**src/obd_pin_map.svh**
```systemverilog
// Constants for the adapter pin control block: option bit positions, defaults, timing.
// Assumes inclusion by bare name from the design module.
`ifndef OBD_PIN_MAP_SVH
`define OBD_PIN_MAP_SVH
// ============================================================
// Power control option bit positions
`define PWR_OPT_ENABLE_BIT 7
`define PWR_OPT_LEVEL_BIT 6
`define PWR_OPT_IGN_BIT 2
`define PWR_OPT_DELAY_BIT 1
// Default power control options after reset (bit 7 set, bit 2 clear)
`define PWR_OPT_RESET 8'h80
// ============================================================
// Baud selections
`define BAUD_HIGH 32'd115200
`define BAUD_LOW 32'd9600
// ============================================================
// Timing
`define CLK_HZ 32'd50000000
`define WAKE_SHORT_S 1
`define WAKE_LONG_S 5
`define DISCOVER_S 300
`endif

```
**src/obd_pin_pkg.sv**
```systemverilog
// Types for the adapter pin control block.
// Assumes obd_pin_map.svh holds the numeric constants.
package obd_pin_pkg;
	// ============================================================
	// Single-wire transceiver mode pair
	typedef struct packed {
		logic mode1;
		logic mode0;
	} sw_mode_s;
	// Channel select pair
	typedef struct packed {
		logic sel1;
		logic sel0;
	} chan_sel_s;
	// Activity indicators, active low
	typedef struct packed {
		logic serial_rx;
		logic serial_tx;
		logic vehicle_rx;
		logic vehicle_tx;
	} activity_s;
	// Single-wire transceiver requested mode
	typedef enum logic [1:0] {
		SW_SLEEP = 2'b00,
		SW_HIGH_SPEED = 2'b01,
		SW_WAKEUP = 2'b10,
		SW_NORMAL = 2'b11
	} sw_req_e;
	// Channel choice
	typedef enum logic [1:0] {
		CH_HIGH_SPEED = 2'b00,
		CH_MEDIUM_SPEED = 2'b01,
		CH_SINGLE_WIRE = 2'b10,
		CH_RESERVED = 2'b11
	} chan_e;
	// Power state
	typedef enum logic [1:0] {
		PWR_RUN = 2'b00,
		PWR_LOW = 2'b01,
		PWR_WAKE_WAIT = 2'b10
	} pwr_state_e;
endpackage : obd_pin_pkg

```
**src/obd_adapter_pin_control.sv**
```systemverilog
// Pin-level control of the OBD-to-UART adapter: transceiver modes, channel select,
// dual-role ignition/attention input, power/busy output, straps and indicators.
// Assumes all pin inputs are asynchronous to sys_clk_i; core inputs are synchronous.
//
// Summary of operation
// - Single-wire mode pins encode four modes
// - Options 7 and 2 set: debounced low sleeps
// - Ignition high again: wait 1/5 s, wake
// - Rising measurement input always wakes device
// - Otherwise input is active-low attention request
// - Default options make input attention request
// - Option 7 set: power output, sleeping level, inverted by option 6
// - Option 7 clear: busy output high processing
// - Baud strap at reset: high 115200 or stored rate, low 9600
// - Memory strap sets default, commands change
// - Channel select pins encode CAN channel
// - Tool load output follows tool command
// - Fast/medium transceiver mode: low fast, high sleep
// - Power indicator high running, low sleeping
// - Key falling, unconnected: discoverable 300 s
// - Activity indicators rest high, low transferring
// - Module indicator low working, high sleeping
// - Host link 8N1, default 115200, selectable
// - PWM receive input active low, idle high
// - Bus+ drive active high, separate Bus- drive
`timescale 1ns/10ps
`include "obd_pin_map.svh"

module obd_adapter_pin_control #(
	parameter int unsigned DEBOUNCE_CYCLES = 500000,
	parameter int unsigned WAKE_SHORT_CYCLES = `WAKE_SHORT_S * `CLK_HZ,
	parameter int unsigned WAKE_LONG_CYCLES = `WAKE_LONG_S * `CLK_HZ,
	parameter longint unsigned DISCOVER_CYCLES = `DISCOVER_S * 64'(`CLK_HZ)
) (
	input wire logic sys_clk_i,
	input wire logic rst_n_i,
	input wire logic [7:0] power_control_options_i,
	input wire logic stored_baud_valid_i,
	input wire logic [31:0] stored_baud_setting_i,
	input wire logic ignition_monitor_input_i,
	input wire logic measure_pin_i,
	input wire logic baud_strap_i,
	input wire logic memory_strap_i,
	input wire logic memory_on_command_i,
	input wire logic memory_off_command_i,
	input wire logic busy_i,
	input wire logic sleep_request_i,
	input wire obd_pin_pkg::sw_req_e sw_mode_req_i,
	input wire obd_pin_pkg::chan_e chan_req_i,
	input wire logic tool_load_command_i,
	input wire logic hs_xcvr_sleep_i,
	input wire logic ms_xcvr_sleep_i,
	input wire logic key_pin_i,
	input wire logic module_connected_i,
	input wire logic module_sleep_i,
	input wire obd_pin_pkg::activity_s activity_i,
	input wire logic pwm_rx_pin_i,
	input wire logic bus_plus_drive_i,
	input wire logic bus_minus_drive_i,
	output obd_pin_pkg::sw_mode_s single_wire_mode_o,
	output obd_pin_pkg::chan_sel_s channel_select_o,
	output logic high_speed_xcvr_mode_out_o,
	output logic medium_speed_xcvr_mode_out_o,
	output logic tool_load_enable_out_o,
	output logic power_switch_output_o,
	output logic attention_o,
	output logic low_power_o,
	output logic warm_start_o,
	output logic [31:0] baud_rate_o,
	output logic memory_enable_o,
	output logic discoverable_o,
	output logic power_indicator_o,
	output logic module_indicator_o,
	output obd_pin_pkg::activity_s activity_indicator_o,
	output logic pwm_rx_active_o,
	output logic bus_plus_tx_o,
	output logic bus_minus_tx_o
);
	// Elaboration check: every count needs a cycle; the window counter is 36 bits wide
	if (DEBOUNCE_CYCLES < 1 || WAKE_SHORT_CYCLES < 1 || WAKE_LONG_CYCLES < 1 ||
			DISCOVER_CYCLES < 1 || DISCOVER_CYCLES > 64'h0000000FFFFFFFFF) begin : g_bad_counts
		$error("Counts must be at least one cycle and fit their counters");
	end

	// ============================================================
	// Pin synchronisers
	// Two stages per pin; only the second stage is read by logic
	localparam int NSYNC = 5;
	logic [NSYNC-1:0] pin_raw; // Raw pin levels
	logic [NSYNC-1:0] sync1_ff; // First stage
	logic [NSYNC-1:0] sync2_ff; // Second stage, safe to read
	assign pin_raw = {ignition_monitor_input_i, measure_pin_i, key_pin_i, baud_strap_i,
		memory_strap_i};
	genvar gi;
	generate
		for (gi = 0; gi < NSYNC; gi++) begin : g_sync
			always_ff @(posedge sys_clk_i or negedge rst_n_i) begin
				if (!rst_n_i) begin
					sync1_ff[gi] <= 1'b1;
					sync2_ff[gi] <= 1'b1;
				end else begin
					sync1_ff[gi] <= pin_raw[gi];
					sync2_ff[gi] <= sync1_ff[gi];
				end
			end
		end
	endgenerate
	logic ign_s, meas_s, key_s, baud_s, mem_s;
	assign ign_s = sync2_ff[4];
	assign meas_s = sync2_ff[3];
	assign key_s = sync2_ff[2];
	assign baud_s = sync2_ff[1];
	assign mem_s = sync2_ff[0];

	// Delayed copies for edge detection
	logic meas_d_ff; // Previous measurement level
	logic key_d_ff; // Previous key level
	always_ff @(posedge sys_clk_i or negedge rst_n_i) begin
		if (!rst_n_i) begin
			meas_d_ff <= 1'b1;
			key_d_ff <= 1'b1;
		end else begin
			meas_d_ff <= meas_s;
			key_d_ff <= key_s;
		end
	end
	logic meas_rise;
	logic key_fall;
	assign meas_rise = meas_s & ~meas_d_ff;
	assign key_fall = key_d_ff & ~key_s;

	// ============================================================
	// Dual-role input decode
	logic ign_mode; // Input acts as ignition monitor
	assign ign_mode = power_control_options_i[`PWR_OPT_ENABLE_BIT] &
		power_control_options_i[`PWR_OPT_IGN_BIT];
	// Attention request only when not ignition monitor; default options land here
	assign attention_o = ~ign_mode & ~ign_s;

	// ============================================================
	// Ignition debounce
	logic [31:0] deb_cnt_ff; // Cycles the input has stayed low
	logic ign_low_deb; // Low level persisted long enough
	always_ff @(posedge sys_clk_i or negedge rst_n_i) begin
		if (!rst_n_i) begin
			deb_cnt_ff <= 32'h0;
		end else if (!ign_mode || ign_s) begin
			deb_cnt_ff <= 32'h0;
		end else if (deb_cnt_ff < DEBOUNCE_CYCLES) begin
			deb_cnt_ff <= deb_cnt_ff + 32'h1;
		end
	end
	assign ign_low_deb = (deb_cnt_ff >= DEBOUNCE_CYCLES);

	// ============================================================
	// Power state machine
	// Wake delay counts only while ignition is high; a drop restarts the wait
	obd_pin_pkg::pwr_state_e pwr_ff;
	logic [31:0] wake_cnt_ff; // Cycles spent waiting after ignition return
	logic [31:0] wake_target; // Wait length chosen by option bit 1
	assign wake_target = power_control_options_i[`PWR_OPT_DELAY_BIT] ? WAKE_LONG_CYCLES :
		WAKE_SHORT_CYCLES;
	always_ff @(posedge sys_clk_i or negedge rst_n_i) begin
		if (!rst_n_i) begin
			pwr_ff <= obd_pin_pkg::PWR_RUN;
			wake_cnt_ff <= 32'h0;
			warm_start_o <= 1'b0;
		end else begin
			warm_start_o <= 1'b0;
			unique case (pwr_ff)
				obd_pin_pkg::PWR_RUN: begin
					wake_cnt_ff <= 32'h0;
					if ((ign_mode && ign_low_deb) || sleep_request_i) begin
						pwr_ff <= obd_pin_pkg::PWR_LOW;
					end
				end
				obd_pin_pkg::PWR_LOW: begin
					wake_cnt_ff <= 32'h0;
					if (meas_rise) begin
						pwr_ff <= obd_pin_pkg::PWR_RUN;
						warm_start_o <= 1'b1;
					end else if (ign_mode && ign_s) begin
						pwr_ff <= obd_pin_pkg::PWR_WAKE_WAIT;
					end
				end
				obd_pin_pkg::PWR_WAKE_WAIT: begin
					if (meas_rise) begin
						pwr_ff <= obd_pin_pkg::PWR_RUN;
						warm_start_o <= 1'b1;
					end else if (!ign_s || !ign_mode) begin
						pwr_ff <= obd_pin_pkg::PWR_LOW;
					end else if (wake_cnt_ff + 32'h1 >= wake_target) begin
						pwr_ff <= obd_pin_pkg::PWR_RUN;
						warm_start_o <= 1'b1;
					end else begin
						wake_cnt_ff <= wake_cnt_ff + 32'h1;
					end
				end
				default: pwr_ff <= obd_pin_pkg::PWR_RUN;
			endcase
		end
	end
	assign low_power_o = (pwr_ff != obd_pin_pkg::PWR_RUN);

	// ============================================================
	// Power / busy output and sleep-dependent indicators
	always_ff @(posedge sys_clk_i or negedge rst_n_i) begin
		if (!rst_n_i) begin
			power_switch_output_o <= 1'b0;
			power_indicator_o <= 1'b0;
			module_indicator_o <= 1'b1;
		end else begin
			if (power_control_options_i[`PWR_OPT_ENABLE_BIT]) begin
				power_switch_output_o <= power_control_options_i[`PWR_OPT_LEVEL_BIT] ^
					low_power_o;
			end else begin
				power_switch_output_o <= busy_i;
			end
			power_indicator_o <= ~low_power_o;
			module_indicator_o <= module_sleep_i;
		end
	end

	// ============================================================
	// Straps: taken on the third edge after release, once both sync stages hold the pin;
	// sampling earlier would see the synchronisers' reset level instead of the strap
	logic [1:0] strap_cnt_ff; // Edges since release, parks at 3 once straps are taken
	always_ff @(posedge sys_clk_i or negedge rst_n_i) begin
		if (!rst_n_i) begin
			strap_cnt_ff <= 2'h0;
			baud_rate_o <= `BAUD_HIGH;
			memory_enable_o <= 1'b0;
		end else if (strap_cnt_ff != 2'h3) begin
			strap_cnt_ff <= strap_cnt_ff + 2'h1;
			// Sync pipeline full: sample both straps exactly once
			if (strap_cnt_ff == 2'h2) begin
				if (baud_s) begin
					baud_rate_o <= stored_baud_valid_i ? stored_baud_setting_i : `BAUD_HIGH;
				end else begin
					baud_rate_o <= `BAUD_LOW;
				end
				memory_enable_o <= mem_s;
			end
		end else if (memory_on_command_i) begin
			memory_enable_o <= 1'b1;
		end else if (memory_off_command_i) begin
			memory_enable_o <= 1'b0;
		end
	end

	// ============================================================
	// Discoverable window after key press
	// 36 bits so that a full 300 s window at the core clock fits without wrapping
	logic [35:0] disc_cnt_ff; // Remaining discoverable cycles
	always_ff @(posedge sys_clk_i or negedge rst_n_i) begin
		if (!rst_n_i) begin
			disc_cnt_ff <= 36'h0;
		end else if (key_fall && !module_connected_i) begin
			disc_cnt_ff <= 36'(DISCOVER_CYCLES);
		end else if (disc_cnt_ff != 36'h0) begin
			disc_cnt_ff <= disc_cnt_ff - 36'h1;
		end
	end
	assign discoverable_o = (disc_cnt_ff != 36'h0);

	// ============================================================
	// Transceiver, channel and indicator outputs registered from core requests
	always_ff @(posedge sys_clk_i or negedge rst_n_i) begin
		if (!rst_n_i) begin
			single_wire_mode_o <= '0;
			channel_select_o <= '0;
			high_speed_xcvr_mode_out_o <= 1'b1;
			medium_speed_xcvr_mode_out_o <= 1'b1;
			tool_load_enable_out_o <= 1'b0;
			activity_indicator_o <= 4'hF;
			pwm_rx_active_o <= 1'b0;
			bus_plus_tx_o <= 1'b0;
			bus_minus_tx_o <= 1'b0;
		end else begin
			single_wire_mode_o <= sw_mode_req_i;
			channel_select_o <= chan_req_i;
			high_speed_xcvr_mode_out_o <= hs_xcvr_sleep_i;
			medium_speed_xcvr_mode_out_o <= ms_xcvr_sleep_i;
			tool_load_enable_out_o <= tool_load_command_i;
			activity_indicator_o <= ~activity_i;
			pwm_rx_active_o <= ~pwm_rx_pin_i;
			bus_plus_tx_o <= bus_plus_drive_i;
			bus_minus_tx_o <= bus_minus_drive_i;
		end
	end

	// ============================================================
	// Assertions
	a_sleep_entry: assert property (@(posedge sys_clk_i) disable iff (!rst_n_i)
		(pwr_ff == obd_pin_pkg::PWR_RUN && ign_mode && ign_low_deb) |=> low_power_o)
		else $error("Debounced ignition low did not enter low power");
	a_meas_wake: assert property (@(posedge sys_clk_i) disable iff (!rst_n_i)
		(low_power_o && meas_rise) |=> !low_power_o && warm_start_o)
		else $error("Measurement rise did not wake");
	a_attn_role: assert property (@(posedge sys_clk_i) disable iff (!rst_n_i)
		ign_mode |-> !attention_o)
		else $error("Attention asserted in ignition mode");
	a_power_out: assert property (@(posedge sys_clk_i) disable iff (!rst_n_i)
		power_control_options_i[7] |=> power_switch_output_o ==
		($past(power_control_options_i[6]) ^ $past(low_power_o)))
		else $error("Power output level wrong");
	a_busy_out: assert property (@(posedge sys_clk_i) disable iff (!rst_n_i)
		!power_control_options_i[7] |=> power_switch_output_o == $past(busy_i))
		else $error("Busy output does not follow processing");
	a_power_led: assert property (@(posedge sys_clk_i) disable iff (!rst_n_i)
		low_power_o [*2] |-> !power_indicator_o)
		else $error("Power indicator high while sleeping");
	a_disc_start: assert property (@(posedge sys_clk_i) disable iff (!rst_n_i)
		(key_fall && !module_connected_i) |=> discoverable_o [*3])
		else $error("Discoverable window not opened");
	a_debounce_min: assert property (@(posedge sys_clk_i) disable iff (!rst_n_i)
		$rose(ign_low_deb) |-> deb_cnt_ff == DEBOUNCE_CYCLES)
		else $error("Debounce ended early");
	a_chan_sel: assert property (@(posedge sys_clk_i) disable iff (!rst_n_i)
		1'b1 |=> channel_select_o == $past(chan_req_i))
		else $error("Channel select mismatch");
endmodule : obd_adapter_pin_control

```
**config.mk**
```make
export PLATFORM = sky130hd
export DESIGN_NAME = obd_adapter_pin_control
export DESIGN_NICKNAME = d
export VERILOG_FILES = /design/src/obd_pin_pkg.sv /design/src/obd_adapter_pin_control.sv
export VERILOG_INCLUDE_DIRS = /design/src
export SDC_FILE = /design/constraint.sdc
export NUM_CORES = 1
export LEC_CHECK = 0
export BUFFER_PORTS_ARGS = -buffer_cell sky130_fd_sc_hd__buf_2
export CELL_PAD_IN_SITES_DETAIL_PLACEMENT = 0
export CELL_PAD_IN_SITES_GLOBAL_PLACEMENT = 1
export CORE_MARGIN = 2
export CORE_UTILIZATION = 44
export DETAILED_ROUTE_END_ITERATION = 16
export GPL_TIMING_DRIVEN = 0
export PLACE_DENSITY_LB_ADDON = 0.1
export SLEW_MARGIN = 20
export SYNTH_ARGS = -nofsm -noshare
export SYNTH_HDL_FRONTEND = slang
export SYNTH_SLANG_ARGS = --single-unit
```
**constraint.sdc**
```tcl
create_clock -name sys_clk_i -period 4 [get_ports sys_clk_i]
set_input_delay 1.2 -clock sys_clk_i [delete_from_list [all_inputs] [get_ports sys_clk_i]]
set_output_delay 1.2 -clock sys_clk_i [all_outputs]
set_load 0.01 [all_outputs]
```
Word-level counts from Yosys, hierarchy flattened
Index checks and enable logic that the tools add are counted.
{"block": "word_totals", "register_bits": 167, "latchBits": 0, "mem_bits_rw": 0, "rom_bits": 0, "input_bits": 68, "output_inout_bits": 54, "wordCells": 116, "n_memories": 0}
{"block": "classes", "n_addsub": 4, "n_mul": 0, "div": 0, "magnitude_cmp": 3, "eq_ne": 11, "shift": 0, "n_mux": 28, "n_bitwise": 12, "reduce_logical": 21}
{"op": "$mux 32", "n": 7}
{"op": "$mux 36", "n": 2}
{"op": "$add 32x1->32 const B", "n": 2}
{"op": "$pmux 32 s2", "n": 1}
{"op": "$reduce_bool 36->1", "n": 1}
{"op": "$sub 36x1->36 const B", "n": 1}
{"op": "$ge 32x19->1 const B", "n": 1}
{"op": "$ge 32x28->1", "n": 1}
{"op": "$lt 32x19->1 const B", "n": 1}
{"op": "$mux 28", "n": 1}
{"op": "$mux 2", "n": 6}
{"op": "$ne 2x2->1 const B", "n": 5}
{"op": "$mux 1", "n": 9}
{"op": "$reduce_bool 2->1", "n": 4}
{"op": "$not 1->1", "n": 6}
{"op": "$pmux 2 s3", "n": 1}
{"op": "$and 1x1->1", "n": 4}
{"op": "$eq 2x2->1 const B", "n": 2}
{"op": "$ne 4x4->1 const B", "n": 1}
{"op": "$not 4->4", "n": 1}
{"op": "$reduce_and 2->1", "n": 2}
{"op": "$reduce_and 4->1", "n": 1}
{"op": "$logic_and 1x1->1", "n": 3}
{"op": "$logic_not 1->1", "n": 3}
{"op": "other kinds (11)", "n": 13}

Longest topological paths before layout
{"block": "logic_depth", "depth_word": 6, "depth_mapped": 16}

Worst setup path after synthesis
No wires, ideal clock.
{"block": "synth_timing", "path_kind": "register to register", "from": "register wake_cnt_ff[0]", "to": "register pwr_ff[0]", "setup_ns": 0.127, "arrival_ns": 3.558, "required_ns": 3.873, "slack_ns": 0.315, "path_stages_with_launch": 15, "period_less_slack_ns": 3.685, "cell_sequence": "dfrtp_1 ha_1 nand4_1 or3_1 clkbuf_1 nor2_1 nand4_1 xnor2_1 ha_1 o21ai_0 or4_1 a211o_1 o31ai_4 o211a_1 mux2_1"}
{"block": "synth_via", "elab_chain_cells": 4}
{"item": "from (decl)", "line": "obd_adapter_pin_control.sv:159", "source": "logic [31:0] wake_cnt_ff;"}
{"item": "from (signal assigned)", "line": "obd_adapter_pin_control.sv:196", "source": "wake_cnt_ff <= wake_cnt_ff + 32'h1;"}
{"item": "$add 32x1->32", "line": "obd_adapter_pin_control.sv:192", "source": "end else if (wake_cnt_ff + 32'h1 >= wake_target) begin"}
{"item": "$ge 32x28->1", "line": "obd_adapter_pin_control.sv:192"}
{"item": "$ne 4x4->1 (no source line)"}
{"item": "$reduce_and 3->1 (no source line)"}
{"item": "to (signal assigned)", "line": "obd_adapter_pin_control.sv:191", "source": "pwr_ff <= obd_pin_pkg::PWR_LOW;"}
{"item": "to (signal assigned)", "line": "obd_adapter_pin_control.sv:193", "source": "pwr_ff <= obd_pin_pkg::PWR_RUN;"}
{"item": "to (signal assigned)", "line": "obd_adapter_pin_control.sv:199", "source": "default: pwr_ff <= obd_pin_pkg::PWR_RUN;"}
{"item": "to (decl)", "line": "obd_adapter_pin_control.sv:158", "source": "obd_pin_pkg::pwr_state_e pwr_ff;"}
No other way between the ends.
A chain may end at the register's enable or synchronous reset.

Worst setup path after layout
{"block": "layout_timing", "from": "register disc_cnt_ff[5]", "to": "output discoverable_o"}
{"block": "layout_via", "elab_chain_cells": 1}
{"item": "from (decl)", "line": "obd_adapter_pin_control.sv:254", "source": "logic [35:0] disc_cnt_ff;"}
{"item": "from (signal assigned)", "line": "obd_adapter_pin_control.sv:259", "source": "disc_cnt_ff <= 36'(DISCOVER_CYCLES);"}
{"item": "from (signal assigned)", "line": "obd_adapter_pin_control.sv:261", "source": "disc_cnt_ff <= disc_cnt_ff - 36'h1;"}
{"item": "$reduce_bool 36->1", "line": "obd_adapter_pin_control.sv:264", "source": "assign discoverable_o = (disc_cnt_ff != 36'h0);"}
{"item": "to (decl)", "line": "obd_adapter_pin_control.sv:71", "source": "output logic discoverable_o,"}
No other way between the ends.

==> impl_metrics.csv <==
group,metric,value,unit
timing,maxSlewViolCount,0,
grt,grt_pass1_wl,31700,um
final_layout,antenna_cells,0,
clocking,cts_buffers,17,
final_layout,fin_nets,1051,
yosys,synth-seq-cells,167,
route,drc_errors,0,
floorplan,start_util,0.447,
floorplan,die_x,139,um
timing,relSlewSlack,0.309,
yosys,syn_nets,897,
clocking,clk_pin_slew_worst_paths,70,ps
grt,grtUsageTotal,0.202,
timing,clock_skew,9.71,ps
clocking,htreeDepth,4,
timing,fmax,0.257,GHz
worst_setup_path,r2r_start,"wake_cnt_ff[17]$_DFFE_PN0P_",
timing,post-route-period-util,0.974,
grt,overflow,0,
route,viasPerCell,5.29,
worst_setup_path,crit_path_max_fanout,6,
place,placed_cells,1159,
outcome,status,"finished clean",
place,postPlaceCellArea,0.00888,mm^2
hold_path,worst_hold_startpoint,"sync1_ff[1]$_DFF_PN1_",
floorplan,core,0.0178,mm^2
yosys,synth_ff_type,"dfrtp_1",
floorplan,fp-row-count,49,
floorplan,die_area,0.0192,mm^2
hold_path,min_to,"baud_s$_DFF_PN1_",
route,drt_pass1_iterations,5,
final_layout,postLayoutCoreUtil,0.548,
place,port_buffers,117,
route,vias,6386,
timing,finalHoldViolCount,0,
power,ir_worst_vdd,356,uV
final_layout,drive_gt1_frac,0.245,
final_layout,seq_area,0.00421,mm^2
power,power_density,422,mW/mm^2
hold_path,min_path_cells,0,
place,dp_hpwl,12900,um
worst_setup_path,start_kind,"flop",
yosys,synthesis.area,0.00797,mm^2
place,place_congestion,0.870,
timing,final.setup.tns,0,ps
yosys,avgSynthCellArea,9.82,um^2
yosys,synthArstFlopShare,1.00,
final_layout,final_common_cell,"dfrtp_1",
clocking,ctsRootBufferMaster,"clkbuf_16",
clocking,clkSinkCount,167,
worst_setup_path,worstPathRequired,2800,ps
grt,grt_max_degree,91,
route,wire_per_inst,15.7,um
yosys,yosys_warnings,0,
worst_setup_path,rr_worst_depth,13,
final_layout,fin_area,0.00977,mm^2
timing,worstMarginPinSlew,1030,ps
yosys,ys_seq_area_frac,0.528,
final_layout,multi_input_area,0.00358,mm^2
worst_setup_path,crit_type,"flop to primary output",
route,ant_nets,0,
final_layout,instances_no_fill,1208,
hold_path,holdCritPathClass,"flop to flop",
yosys,syn_inst,812,
timing,setup_viol,0,
final_layout,area_delta_synth_final,22.5,%
place,dp_worst_setup_slack,-347,ps
final_layout,final_cell_mix,"140 x dfrtp_1, 116 x buf_2, 100 x nand2_1",
worst_setup_path,r2r_end,"pwr_ff[0]$_DFFE_PN0P_",
timing,fin_ws,104,ps
worst_setup_path,rrSetupSlack,110,ps
yosys,synth.lib_cells_used.distinct,65,
floorplan,die_h,139,um
timing,period_needed,3900,ps
worst_setup_path,critPathArrivalTime,2700,ps
job,maxCapViolations,0,
floorplan,io_pins,122,
route,drt_iter0_markers,445,
grt,antenna_found_initial,0,
yosys,synth_edf_count,0,
power,leakage,4.31,nW
clocking,clockBufferDepth,2,
clocking,cts_tree,"done",
clocking,worstSkewPairLatency,420,ps
worst_setup_path,endpoint_kind,"primary output",
final_layout,fillerInstances,1542,
route,finalWirelength,18900,um
grt,grt_pass1_vias,6425,
state kept, by name (all words and copies together), names as in the netlist, 2 cells and up:
signal                count
baud_rate_o              32
channel_select_o          2
wake_cnt_ff              32
disc_cnt_ff              36
activity_indicator_o      4
strap_cnt_ff              2
deb_cnt_ff               32
single_wire_mode_o        2
sync1_ff                  5
pwr_ff                    2
what timing repair did:
item,CTS,global route
gates resized for setup,15,29
setup endpoints to repair,36,36
hold buffers,0,0
buffers inserted,7,13
pin swaps,8,15
worst max-delay path, stage by stage, from the launching register on:
cell,delay (ps)
dfrtp_1,400
or4_4,570
or4_4,530
nor3b_4,210
and3_1,190
buf_4,150
inv_1,90
buf_2,150
power breakdown:
| part | switching (mW) | internal [mW] | leakage [nW] |
|---|---|---|---|
| sequential | 0.0739 | 1.80 | 2.09 |
| clock | 0.700 | 0.854 | 0.256 |
| combinational | 0.427 | 0.269 | 1.96 |
| total | 1.20 | 2.92 | 4.31 |
worst max-delay path by stage:
stage / from / end / slack, ps / cells past startpoint
final: disc_cnt_ff[5]$_DFFE_PN0P_ / discoverable_o / 100 / 7
after global routing: wake_cnt_ff[17]$_DFFE_PN0P_ / pwr_ff[0]$_DFFE_PN0P_ / -10 / 13
after CTS: wake_cnt_ff[17]$_DFFE_PN0P_ / wake_cnt_ff[17]$_DFFE_PN0P_ / 8 / 14
after detailed placement: wake_cnt_ff[0]$_DFFE_PN0P_ / pwr_ff[0]$_DFFE_PN0P_ / -350 / 14
after global placement: rst_n_i / baud_rate_o[18]$_DFFE_PN0P_ / -810 / 1
after floorplan: wake_cnt_ff[0]$_DFFE_PN0P_ / pwr_ff[0]$_DFFE_PN0P_ / 310 / 14
routing by layer:
layer  global-route usage  vias up  part of all wire
met5                    0        -                 0
met4               0.0666        0             0.012
met3               0.0511       20             0.048
met2                0.334      152              0.49
met1                0.262     3077              0.45
li1                     -     3137                 -
stage by stage:
| step | hold WS [ps] | power, mW |
|---|---|---|
| finish | 355 | 4.12 |
| global route | 359 | 4.31 |
| CTS | 357 | 4.13 |
| detailed placement | 347 | 2.56 |
| global placement | 346 | 2.53 |
| floorplan | 345 | 2.28 |
synthesized netlist by cell type (3+ instances only):
master	number	share of area
a211oi_1	3	0.0028
ha_1	17	0.027
or2_2	4	0.0031
dfrtp_1	144	0.45
o211ai_1	6	0.0057
nor3_1	26	0.016
nor4_1	15	0.012
nor2_1	64	0.030
xnor2_1	29	0.032
buf_2	4	0.0025
nand3_1	28	0.018
dfstp_2	23	0.076
or3_1	16	0.013
and4_1	4	0.0044
nand2b_1	5	0.0039
clkbuf_1	25	0.012
o21ai_1	3	0.0019
o21ai_0	48	0.030
nand2_1	101	0.048
a21oi_1	20	0.013
inv_1	55	0.026
a41oi_1	3	0.0033
and3_1	11	0.0086
o211a_1	3	0.0038
mux2i_1	11	0.014
o31ai_1	5	0.0047
o21a_1	4	0.0038
a31oi_1	29	0.023
nand4_1	10	0.0078
o22a_1	3	0.0033
xor2_1	26	0.029
and2_1	17	0.013
or4_1	9	0.0085
cell type report:
type,instances,area share
repair buffers,138,0.0792
well taps,229,0.0293
flip-flops and latches,167,0.431
clock inverters,11,0.00935
plain buffers,29,0.0154
clock buffers,21,0.0482
multi-input cells,558,0.366
inverters,55,0.0211
logic make-up after synthesis:
family / count (synthesis) / synth area share
multiplexers: 13 / 0.0166
adder cells (fa/ha/maj): 17 / 0.0267
buffers and inverters: 87 / 0.0435
flip-flops: 167 / 0.528
AO/OA/AOI/OAI: 147 / 0.121
AND/OR/NAND/NOR: 326 / 0.204
XOR/XNOR: 55 / 0.0604
Power figures use the tool's default switching activity.
